$ cat config.mk
export PLATFORM = sky130hd
export DESIGN_NAME = ccd_clock_ratio_decoder
export DESIGN_NICKNAME = d
export VERILOG_FILES = /design/src/ccd_pkg.sv /design/src/ccd_clock_ratio_decoder.sv
export SDC_FILE = /design/constraint.sdc
export NUM_CORES = 1
export LEC_CHECK = 0
export BUFFER_PORTS_ARGS = -buffer_cell sky130_fd_sc_hd__buf_2
export CAP_MARGIN = 0
export CORE_ASPECT_RATIO = 1.1
export CORE_MARGIN = 2
export CORE_UTILIZATION = 50
export DETAILED_ROUTE_END_ITERATION = 8
export PLACE_DENSITY = 0.84
export SLEW_MARGIN = 20
export SYNTH_ARGS = -nofsm -noshare
export SYNTH_HDL_FRONTEND = slang
export SYNTH_SLANG_ARGS = --single-unit
$ cat constraint.sdc
create_clock -name clk -period 2.17 [get_ports clk]
set_input_delay 0.1085 -clock clk [delete_from_list [all_inputs] [get_ports clk]]
set_output_delay 0.1085 -clock clk [all_outputs]
set_load 0.03 [all_outputs]
$ cat src/ccd_pkg.sv
package ccd_pkg;
   // ************************************
   // register map
   // ************************************
   localparam int ADDR_W = 8;
   localparam logic [7:0] CLUSTER_OFS = 8'h00;
   localparam logic [7:0] CORE_OFS = 8'h04;
   localparam logic [7:0] MEMORY_OFS = 8'h08;
   localparam logic [7:0] LANE_OFS = 8'h0C;
   localparam logic [7:0] CONTROL_OFS = 8'h10;
   localparam logic [7:0] STATUS_OFS = 8'h14;
   // ************************************
   // field positions
   // ************************************
   localparam int CLU_RATIO_W = 5;
   localparam int CLU_RANGE_POS = 20;
   localparam int CORE_SEL_W = 4;
   localparam int MEM_SYNC_POS = 0;
   localparam int MEM_RATE_POS = 1;
   localparam int MEM_RSV_POS = 2;
   localparam int MEM_RANGE_POS = 8;
   localparam int MEM_RATIO_POS = 10;
   localparam int LANE_RATIO_STEP = 4;
   localparam int LANE_DIV1_POS = 16;
   localparam int LANE_DIV_POS = 24;
   localparam int CTRL_APPLY_POS = 0;
   localparam int STAT_APPLIED_POS = 16;
   // ************************************
   // reset values
   // ************************************
   localparam logic [31:0] CLUSTER_RST = 32'h0004_2108;
   localparam logic [31:0] CORE_RST = 32'h0000_0000;
   localparam logic [31:0] MEMORY_RST = 32'h0000_2000;
   localparam logic [31:0] LANE_RST = 32'h0000_0000;
   // ************************************
   // bus answers
   // ************************************
   localparam logic [1:0] RESP_OKAY = 2'h0;
   localparam logic [1:0] RESP_SLVERR = 2'h2;
   // ************************************
   // decoded clock settings
   // ************************************
   typedef struct packed {
      logic en;
      logic [1:0] range;
      logic [4:0] mult;
   } ccd_pll_s;
   typedef struct packed {
      logic en;
      logic [1:0] pll;
      logic divTwo;
   } ccd_core_s;
   typedef struct packed {
      logic en;
      logic [5:0] mult;
   } ccd_lane_s;
   typedef struct packed {
      logic sync;
      ccd_pll_s pll;
   } ccd_mem_s;
endpackage : ccd_pkg

$ cat src/ccd_clock_ratio_decoder.sv
// Added by the designer: the AXI4-Lite interface to the registers and the register addresses.
`timescale 1ns/1ps
module ccd_clock_ratio_decoder #(
   parameter int NUM_CLUSTER = 4,
   parameter int NUM_CORE = 8,
   parameter int NUM_BANK = 3,
   parameter int PAIR_CNT = 5
) (
   // clock and reset
   input wire logic clk,
   input wire logic rst_n,
   // axi4-lite write address and data
   input wire logic awvalid,
   output logic awready,
   input wire logic [ccd_pkg::ADDR_W-1:0] awaddr,
   input wire logic wvalid,
   output logic wready,
   input wire logic [31:0] wdata,
   input wire logic [3:0] wstrb,
   // axi4-lite write response
   output logic bvalid,
   input wire logic bready,
   output logic [1:0] bresp,
   // axi4-lite read
   input wire logic arvalid,
   output logic arready,
   input wire logic [ccd_pkg::ADDR_W-1:0] araddr,
   output logic rvalid,
   input wire logic rready,
   output logic [31:0] rdata,
   output logic [1:0] rresp,
   // decoded clock settings
   output ccd_pkg::ccd_pll_s [NUM_CLUSTER-1:0] clusterPll,
   output ccd_pkg::ccd_core_s [NUM_CORE-1:0] coreClock,
   output ccd_pkg::ccd_mem_s memoryPll,
   output ccd_pkg::ccd_lane_s [NUM_BANK-1:0] lanePll,
   output logic [PAIR_CNT+NUM_BANK-2:0] laneDivTwo,
   output logic configError
);
   import ccd_pkg::*;

   localparam int ERR_W = NUM_CLUSTER + NUM_CORE + 1 + NUM_BANK;

   // ************************************
   // decode functions
   // ************************************
   // cluster multiplier; zero means reserved
   function automatic logic [4:0] clusterMult(input logic [4:0] code);
      logic [4:0] m;
      m = 5'h00;
      case (code)
         5'h08, 5'h09, 5'h0A, 5'h0B, 5'h0C, 5'h0E, 5'h0F, 5'h10: m = code;
         default: m = 5'h00;
      endcase
      return m;
   endfunction : clusterMult

   // memory multiplier per mode; zero means reserved
   function automatic logic [4:0] memoryMult(input logic [4:0] code, input logic sync);
      logic [4:0] m;
      m = 5'h00;
      if (sync) begin
         if (code == 5'h01) begin
            m = 5'h01;
         end
      end else begin
         case (code)
            5'h05, 5'h06, 5'h08, 5'h09, 5'h0A, 5'h0C, 5'h0D, 5'h10: m = code;
            default: m = 5'h00;
         endcase
      end
      return m;
   endfunction : memoryMult

   // lane multiplier; the top two only on bank one
   function automatic logic [5:0] laneMult(input logic [2:0] code, input logic bankOne);
      logic [5:0] m;
      m = 6'h00;
      case (code)
         3'h0: m = 6'h0A;
         3'h1: m = 6'h14;
         3'h2: m = 6'h19;
         3'h3: m = bankOne ? 6'h28 : 6'h00;
         3'h4: m = bankOne ? 6'h32 : 6'h00;
         default: m = 6'h00;
      endcase
      return m;
   endfunction : laneMult

   // core select to pll index and divider
   function automatic ccd_core_s coreDecode(input logic [3:0] code, input logic highGroup);
      ccd_core_s c;
      c = '0;
      if (!highGroup) begin
         case (code)
            4'h0: c = '{en: 1'b1, pll: 2'h0, divTwo: 1'b0};
            4'h1: c = '{en: 1'b1, pll: 2'h0, divTwo: 1'b1};
            4'h4: c = '{en: 1'b1, pll: 2'h1, divTwo: 1'b0};
            4'h5: c = '{en: 1'b1, pll: 2'h1, divTwo: 1'b1};
            4'h8: c = '{en: 1'b1, pll: 2'h2, divTwo: 1'b0};
            default: c = '0;
         endcase
      end else begin
         case (code)
            4'h0: c = '{en: 1'b1, pll: 2'h0, divTwo: 1'b0};
            4'h8: c = '{en: 1'b1, pll: 2'h2, divTwo: 1'b0};
            4'h9: c = '{en: 1'b1, pll: 2'h2, divTwo: 1'b1};
            4'hC: c = '{en: 1'b1, pll: 2'h3, divTwo: 1'b0};
            4'hD: c = '{en: 1'b1, pll: 2'h3, divTwo: 1'b1};
            default: c = '0;
         endcase
      end
      return c;
   endfunction : coreDecode

   // byte-lane merge for writes
   function automatic logic [31:0] mergeBytes(input logic [31:0] old, input logic [31:0] val,
                                              input logic [3:0] strb);
      logic [31:0] r;
      r = old;
      for (int b = 0; b < 4; b++) begin
         if (strb[b]) begin
            r[b*8 +: 8] = val[b*8 +: 8];
         end
      end
      return r;
   endfunction : mergeBytes

   // ************************************
   // register bus
   // ************************************
   logic [31:0] clusterCfg_ff;
   logic [31:0] coreCfg_ff;
   logic [31:0] memoryCfg_ff;
   logic [31:0] laneCfg_ff;
   logic [ccd_pkg::ADDR_W-1:0] wrAddr_ff;
   logic [31:0] wrData_ff;
   logic [3:0] wrStrb_ff;
   logic haveAddr_ff;
   logic haveData_ff;
   logic applied_ff;
   logic [ERR_W-1:0] nxt_err;
   logic [ERR_W-1:0] err_ff;
   logic doWrite;
   logic applyPulse;
   logic wrMapped;

   assign doWrite = haveAddr_ff && haveData_ff && !bvalid;
   assign wrMapped = (wrAddr_ff[7:2] <= STATUS_OFS[7:2]) && (wrAddr_ff[1:0] == 2'h0);
   assign applyPulse = doWrite && (wrAddr_ff == CONTROL_OFS) && wrStrb_ff[0]
                       && wrData_ff[CTRL_APPLY_POS];

   // address and data captured independently, in either order
   always_ff @(posedge clk or negedge rst_n) begin
      if (!rst_n) begin
         awready <= 1'b1;
         wready <= 1'b1;
         haveAddr_ff <= 1'b0;
         haveData_ff <= 1'b0;
         wrAddr_ff <= '0;
         wrData_ff <= 32'h0000_0000;
         wrStrb_ff <= 4'h0;
      end else begin
         if (awvalid && awready) begin
            wrAddr_ff <= awaddr;
            haveAddr_ff <= 1'b1;
            awready <= 1'b0;
         end else if (doWrite) begin
            haveAddr_ff <= 1'b0;
         end
         if (wvalid && wready) begin
            wrData_ff <= wdata;
            wrStrb_ff <= wstrb;
            haveData_ff <= 1'b1;
            wready <= 1'b0;
         end else if (doWrite) begin
            haveData_ff <= 1'b0;
         end
         // reopen only after the response is taken
         if (bvalid && bready) begin
            awready <= 1'b1;
            wready <= 1'b1;
         end
      end
   end

   // write response one cycle after both halves are in
   always_ff @(posedge clk or negedge rst_n) begin
      if (!rst_n) begin
         bvalid <= 1'b0;
         bresp <= RESP_OKAY;
      end else if (doWrite) begin
         bvalid <= 1'b1;
         bresp <= wrMapped ? RESP_OKAY : RESP_SLVERR;
      end else if (bready) begin
         bvalid <= 1'b0;
      end
   end

   // configuration registers; status is read-only
   always_ff @(posedge clk or negedge rst_n) begin
      if (!rst_n) begin
         clusterCfg_ff <= CLUSTER_RST;
         coreCfg_ff <= CORE_RST;
         memoryCfg_ff <= MEMORY_RST;
         laneCfg_ff <= LANE_RST;
      end else if (doWrite) begin
         if (wrAddr_ff == CLUSTER_OFS) begin
            clusterCfg_ff <= mergeBytes(clusterCfg_ff, wrData_ff, wrStrb_ff);
         end else if (wrAddr_ff == CORE_OFS) begin
            coreCfg_ff <= mergeBytes(coreCfg_ff, wrData_ff, wrStrb_ff);
         end else if (wrAddr_ff == MEMORY_OFS) begin
            memoryCfg_ff <= mergeBytes(memoryCfg_ff, wrData_ff, wrStrb_ff);
         end else if (wrAddr_ff == LANE_OFS) begin
            laneCfg_ff <= mergeBytes(laneCfg_ff, wrData_ff, wrStrb_ff);
         end
      end
   end

   // read answer one cycle after the address is taken
   always_ff @(posedge clk or negedge rst_n) begin
      if (!rst_n) begin
         arready <= 1'b1;
         rvalid <= 1'b0;
         rdata <= 32'h0000_0000;
         rresp <= RESP_OKAY;
      end else if (arvalid && arready) begin
         arready <= 1'b0;
         rvalid <= 1'b1;
         rresp <= RESP_OKAY;
         if (araddr == CLUSTER_OFS) begin
            rdata <= clusterCfg_ff;
         end else if (araddr == CORE_OFS) begin
            rdata <= coreCfg_ff;
         end else if (araddr == MEMORY_OFS) begin
            rdata <= memoryCfg_ff;
         end else if (araddr == LANE_OFS) begin
            rdata <= laneCfg_ff;
         end else if (araddr == CONTROL_OFS) begin
            rdata <= 32'h0000_0000;
         end else if (araddr == STATUS_OFS) begin
            rdata <= 32'(err_ff) | (32'(applied_ff) << STAT_APPLIED_POS);
         end else begin
            rdata <= 32'h0000_0000;
            rresp <= RESP_SLVERR;
         end
      end else if (rvalid && rready) begin
         rvalid <= 1'b0;
         arready <= 1'b1;
      end
   end

   // ************************************
   // decode and apply
   // ************************************
   ccd_pll_s [NUM_CLUSTER-1:0] nxtCluster;
   ccd_core_s [NUM_CORE-1:0] nxtCore;
   ccd_mem_s nxtMemory;
   ccd_lane_s [NUM_BANK-1:0] nxtLane;
   logic memModeBad;

   // the loader is trusted for ranges; only codes are checked
   always_comb begin
      nxt_err = '0;
      for (int i = 0; i < NUM_CLUSTER; i++) begin
         nxtCluster[i].mult = clusterMult(clusterCfg_ff[i*CLU_RATIO_W +: CLU_RATIO_W]);
         nxtCluster[i].range = clusterCfg_ff[CLU_RANGE_POS + 2*i +: 2];
         nxtCluster[i].en = (nxtCluster[i].mult != 5'h00);
         nxt_err[i] = !nxtCluster[i].en;
      end
      // a core on a reserved code or a dead pll gets no clock
      for (int i = 0; i < NUM_CORE; i++) begin
         nxtCore[i] = coreDecode(coreCfg_ff[i*CORE_SEL_W +: CORE_SEL_W], i >= NUM_CORE/2);
         if (!nxtCluster[nxtCore[i].pll].en) begin
            nxtCore[i].en = 1'b0;
         end
         nxt_err[NUM_CLUSTER+i] = !nxtCore[i].en;
      end
      // mode bits that disagree leave the mode unknown
      memModeBad = (memoryCfg_ff[MEM_SYNC_POS] != memoryCfg_ff[MEM_RATE_POS])
                   || memoryCfg_ff[MEM_RSV_POS];
      nxtMemory.sync = memoryCfg_ff[MEM_SYNC_POS];
      nxtMemory.pll.mult = memoryMult(memoryCfg_ff[MEM_RATIO_POS +: 5],
                                      memoryCfg_ff[MEM_SYNC_POS]);
      nxtMemory.pll.range = memoryCfg_ff[MEM_RANGE_POS +: 2];
      nxtMemory.pll.en = (nxtMemory.pll.mult != 5'h00) && !memModeBad;
      nxt_err[NUM_CLUSTER+NUM_CORE] = !nxtMemory.pll.en;
      for (int b = 0; b < NUM_BANK; b++) begin
         nxtLane[b].mult = laneMult(laneCfg_ff[b*LANE_RATIO_STEP +: 3], b == 0);
         nxtLane[b].en = (nxtLane[b].mult != 6'h00);
         nxt_err[NUM_CLUSTER+NUM_CORE+1+b] = !nxtLane[b].en;
      end
   end

   // outputs change only on apply so clocks never glitch mid-edit
   always_ff @(posedge clk or negedge rst_n) begin
      if (!rst_n) begin
         clusterPll <= '0;
         coreClock <= '0;
         memoryPll <= '0;
         lanePll <= '0;
         laneDivTwo <= '0;
         err_ff <= '0;
         configError <= 1'b0;
         applied_ff <= 1'b0;
      end else if (applyPulse) begin
         clusterPll <= nxtCluster;
         coreClock <= nxtCore;
         memoryPll <= nxtMemory;
         lanePll <= nxtLane;
         // first bit is lanes 0/1, last lanes 12/13
         laneDivTwo[PAIR_CNT-1:0] <= laneCfg_ff[LANE_DIV1_POS +: PAIR_CNT];
         laneDivTwo[PAIR_CNT+NUM_BANK-2:PAIR_CNT] <= laneCfg_ff[LANE_DIV_POS +: NUM_BANK-1];
         err_ff <= nxt_err;
         configError <= |nxt_err;
         applied_ff <= 1'b1;
      end
   end
endmodule : ccd_clock_ratio_decoder

==> impl_summary.txt <==
----------------------------------------------------
[Job]
  Max-cap violations ... 0

[Outcome]
  Violated checks ... negative setup slack
  Status ... finished, violations left

[Power]
  Peak VDD IR ... 0.000721 V
  Static Leakage ... 9.86 nW
  Post-layout power ... 16.0 mW
  PD cells ... 830 mW/mm²

[Synthesis]
  Mapped cell area ... 0.0142 mm²
  Synth Flop Type ... sky130_fd_sc_hd__dfrtp_1
  Async set-reset flop share out of synthesis ... 100%
  Post-synthesis sequential area ratio ... 58.1%
  Post-synthesis simple-gate area fraction ... 13.2%
  Synthesized-area fraction occupied by ao, oa, aoi and oai cells ... 10.6%
  Number of warning messages in the yosys log ... 0
  Dominant combinational cell family by area after synthesis ... multiplexers
  Number of enable-type register cells in the synthesized netlist ... 0
  Proportion of synthesized area in mux cells ... 14.6%
  Mean cell area of the mapped netlist ... 11.7 µm²
  Number of synthesized register bits ... 330
  Top area cells in the synthesized netlist ... sky130_fd_sc_hd__dfrtp_1 57%, sky130_fd_sc_hd__mux2_1 8.6%, sky130_fd_sc_hd__mux2_2 5.7%
  Most area-hungry cell type in the Yosys netlist ... sky130_fd_sc_hd__dfrtp_1
  Post-synthesis instance total ... 1,219
  Area share of the leading cell type in the synthesized netlist ... 56.7%
  Fraction of synthesized cell area in xor and xnor cells ... 0.246%
  Arithmetic-cell share of the synthesized area counting full adders, half adders and majority gates ... 0%
  Number of distinct library cell variants in the gate-level netlist after synthesis ... 68

[Routing]
  Number of nets with antenna violations after detailed routing ... 0
  DR pass1 iterations ... 5
  Average wire length per cell after detail routing ... 25.0 µm
  Vias post-DR ... 12,008
  Average vias per placed instance ... 6.20
  Drt drc ... 0
  Routed wire length ... 48,500 µm
  Number of DRC violations after detailed-routing iteration 0 ... 1,400

[Worst setup path]
  CP startpoint kind ... flip-flop
  Stage delay of the slowest cell on the critical path ... 0.55 ns
  Crit path cell chain ... or4b_4, o22ai_4, buf_6, nand3b_1, a31oi_4, nand4_1, o31a_1
  WP data required ... 2.57 ns
  Worst-path maximum fanout ... 6
  Library cell contributing the largest single delay on the critical path ... sky130_fd_sc_hd__or4b_4
  Worst setup path category ... reg2reg
  Data arrival time of the critical path ... 2.90 ns
  Dominant delay contributor by cell family on the critical path ... simple AND/OR/NAND/NOR gates
  Bufs and invs on worst path ... 1
  Critical path endpoint category ... flip-flop

[CTS]
  Clock sinks ... 330
  Clock insertion delay at the later pin of the skew report ... 0.52 ns
  Clock buffer count from CTS ... 34
  Buffer cell driving the clock tree root ... sky130_fd_sc_hd__clkbuf_16
  Clock-pin slew of the registers on the worst-case setup and hold paths ... 0.07 ns
  H-tree Lvls ... 2
  Number of buffers on the longest clock path ... 3
  TritonCTS clock tree ... done

[Timing]
  RSZ-0062 raised after global routing ... yes
  Period utilisation layout ... 115%
  Number of setup violations in the final report ... 198
  Setup skew after layout ... 0.0145 ns
  Worst Setup Slack, final ... -0.328 ns
  Final worst path period need ... 2.50 ns
  Number of hold violations in the final report ... 0
  Highest attainable clock frequency ... 400 MHz
  Final Max Tran Viols ... 0
  Measured slew at the worst slew-check pin ... 0.746 ns
  Remaining max-slew budget at the tightest pin ... 49.6%

[Cells and area]
  Share of layout cells above drive strength 1 ... 40.7%
  Synth-to-layout area growth ... 35.2%
  Nets@finish ... 1,608
  Count of antenna diodes in the layout ... 0

[Global route]
  Largest net degree at the start of global routing ... 70
  Via count of the first global-routing pass ... 11,422
  GR Util All Layers ... 27.4%
  Global route total overflow ... 0
  Antenna violations before repair ... 0
  Global-route wire length before repair ... 63,300 µm

[Placed design]
  Final estimated routing congestion in global placement ... 0.886
  Detailed-placement wirelength estimate ... 26,600 µm
  Number of buffer cells added on primary ports ... 197
  Setup slack at placement ... -0.253 ns

[Die]
  Width of the die ... 165 µm
  Effective utilization at floorplan ... 51.0%
  Die area ... 0.0298 mm²
  Die outline height ... 181 µm
  Top-level port count ... 202
  Row Count ... 64
  Core area ... 0.0279 mm²

[Hold path]
  Path type of the worst min-delay path ... in2reg

----------------------------------------------------
where the power goes:
part,switching (mW),internal [mW],leakage (nW)
logic,1.09,1.14,4.85
registers,1.18,6.83,4.47
clock network,2.43,3.30,0.529
total,4.70,11.3,9.86
path summary, 6_finish.rpt:
| kind | start | to | slack (ns) | depth (start not counted) |
|---|---|---|---|---|
| max | clusterCfg_ff[12] | configError | -0.33 | 7 |
| min | araddr[3] | rresp[1] | 0.03 | 3 |
| max reg2reg | clusterCfg_ff[12] | configError | -0.33 | 7 |
| min reg2reg | coreClock[20] | coreClock[20] | 0.47 | 2 |
| max in group asynchronous | rst_n | clusterCfg_ff[3] | 1.18 | 3 |
| min in group asynchronous | rst_n | rdata[20] | 0.13 | 2 |
cells by family after synthesis:
kind of cell           count (synthesis)
AO/OA/AOI/OAI                        207
flip-flops                           330
other                                  1
multiplexers                         185
XOR/XNOR                               4
buffers and inverters                 96
AND/OR/NAND/NOR                      396
routing by layer:
| metal | track usage (%) | share of wire (%) | up-vias |
|---|---|---|---|
| met1 | 35.6 | 36 | 5979 |
| met2 | 44.6 | 48 | 863 |
| met4 | 12.7 | 7.0 | 0 |
| li1 | - | - | 4923 |
| met3 | 5.26 | 9.5 | 243 |
| met5 | 0 | 0 | - |
through the flow:
step	hold WS [ns]	cell area (µm²)	setup TNS (ns)	instances	utilization (%)
finish	0.0251	19200	-18.66	1937	69.0
global route	0.0555	19200	-34.96	1937	69.0
CTS	0.00138	18000	-1.17	1904	64.7
detailed placement	0.0998	16100	-11.32	1785	57.6
global placement	0.0975	16100	-6.98	1785	57.6
floorplan	-0.187	14200	0	1222	-
registers in the layout, summed over array words and instances (netlist names), 4 cells and up:
signal         count
clusterCfg_ff     32
clusterPll        32
coreCfg_ff        32
coreClock         32
laneCfg_ff        32
memoryCfg_ff      32
rdata             32
wrData_ff         32
lanePll           19
err_ff            16
memoryPll          9
wrAddr_ff          8
laneDivTwo         7
wrStrb_ff          4
cell type report:
type	instances	area, µm²
well taps	363	454
clock inverters	8	48.8
inverters	25	93.8
multi-input cells	797	6460
flip-flops and latches	330	8270
clock buffers	53	1040
fillers	1715	8640
repair buffers	361	2870
worst reg2reg max path: cells and delay by family (launching register included):
| kind | cells | cell delay [ns] |
|---|---|---|
| and+or+nand+nor | 3 | 0.96 |
| AOI/OAI and AO/OA | 3 | 0.87 |
| DFF | 1 | 0.39 |
| buffers and inverters | 1 | 0.18 |
timing repair:
item | CTS | global route
hold buffers | 54 | 0
endpoints found under the hold margin | 146 | 0
setup buffers | 4 | 21
setup endpoints to repair | 137 | 184
cloned | 0 | 12
gates resized for setup | 67 | 184
pin swaps | 6 | 45
Yosys cell counts, drive strengths merged (9+ instances only):
cell    count
clkbuf     44
nor2       83
mux2      180
o21ai      76
o31ai      10
nand2     220
a22o       33
a32oi      15
nand3      21
dfrtp     322
a21o        9
inv        25
buf        27
nand2b     20
a21oi      27
a221oi     15
cell usage in the layout, fill, tap and decap left out, types with 41 or more instances in the layout:
cell type | netlist | final
sky130_fd_sc_hd__dfrtp_1 | 322 | 322
sky130_fd_sc_hd__o21ai_0 | 43 | 41
sky130_fd_sc_hd__mux2_4 | 0 | 80
sky130_fd_sc_hd__mux2_2 | 72 | 68
sky130_fd_sc_hd__nand2_1 | 204 | 174
sky130_fd_sc_hd__buf_2 | 11 | 196
sky130_fd_sc_hd__buf_4 | 12 | 58
sky130_fd_sc_hd__clkbuf_16 | 0 | 45
sky130_fd_sc_hd__dlygate4sd3_1 | 0 | 54
sky130_fd_sc_hd__nor2_1 | 81 | 63
(Power assumes the default switching activity.)
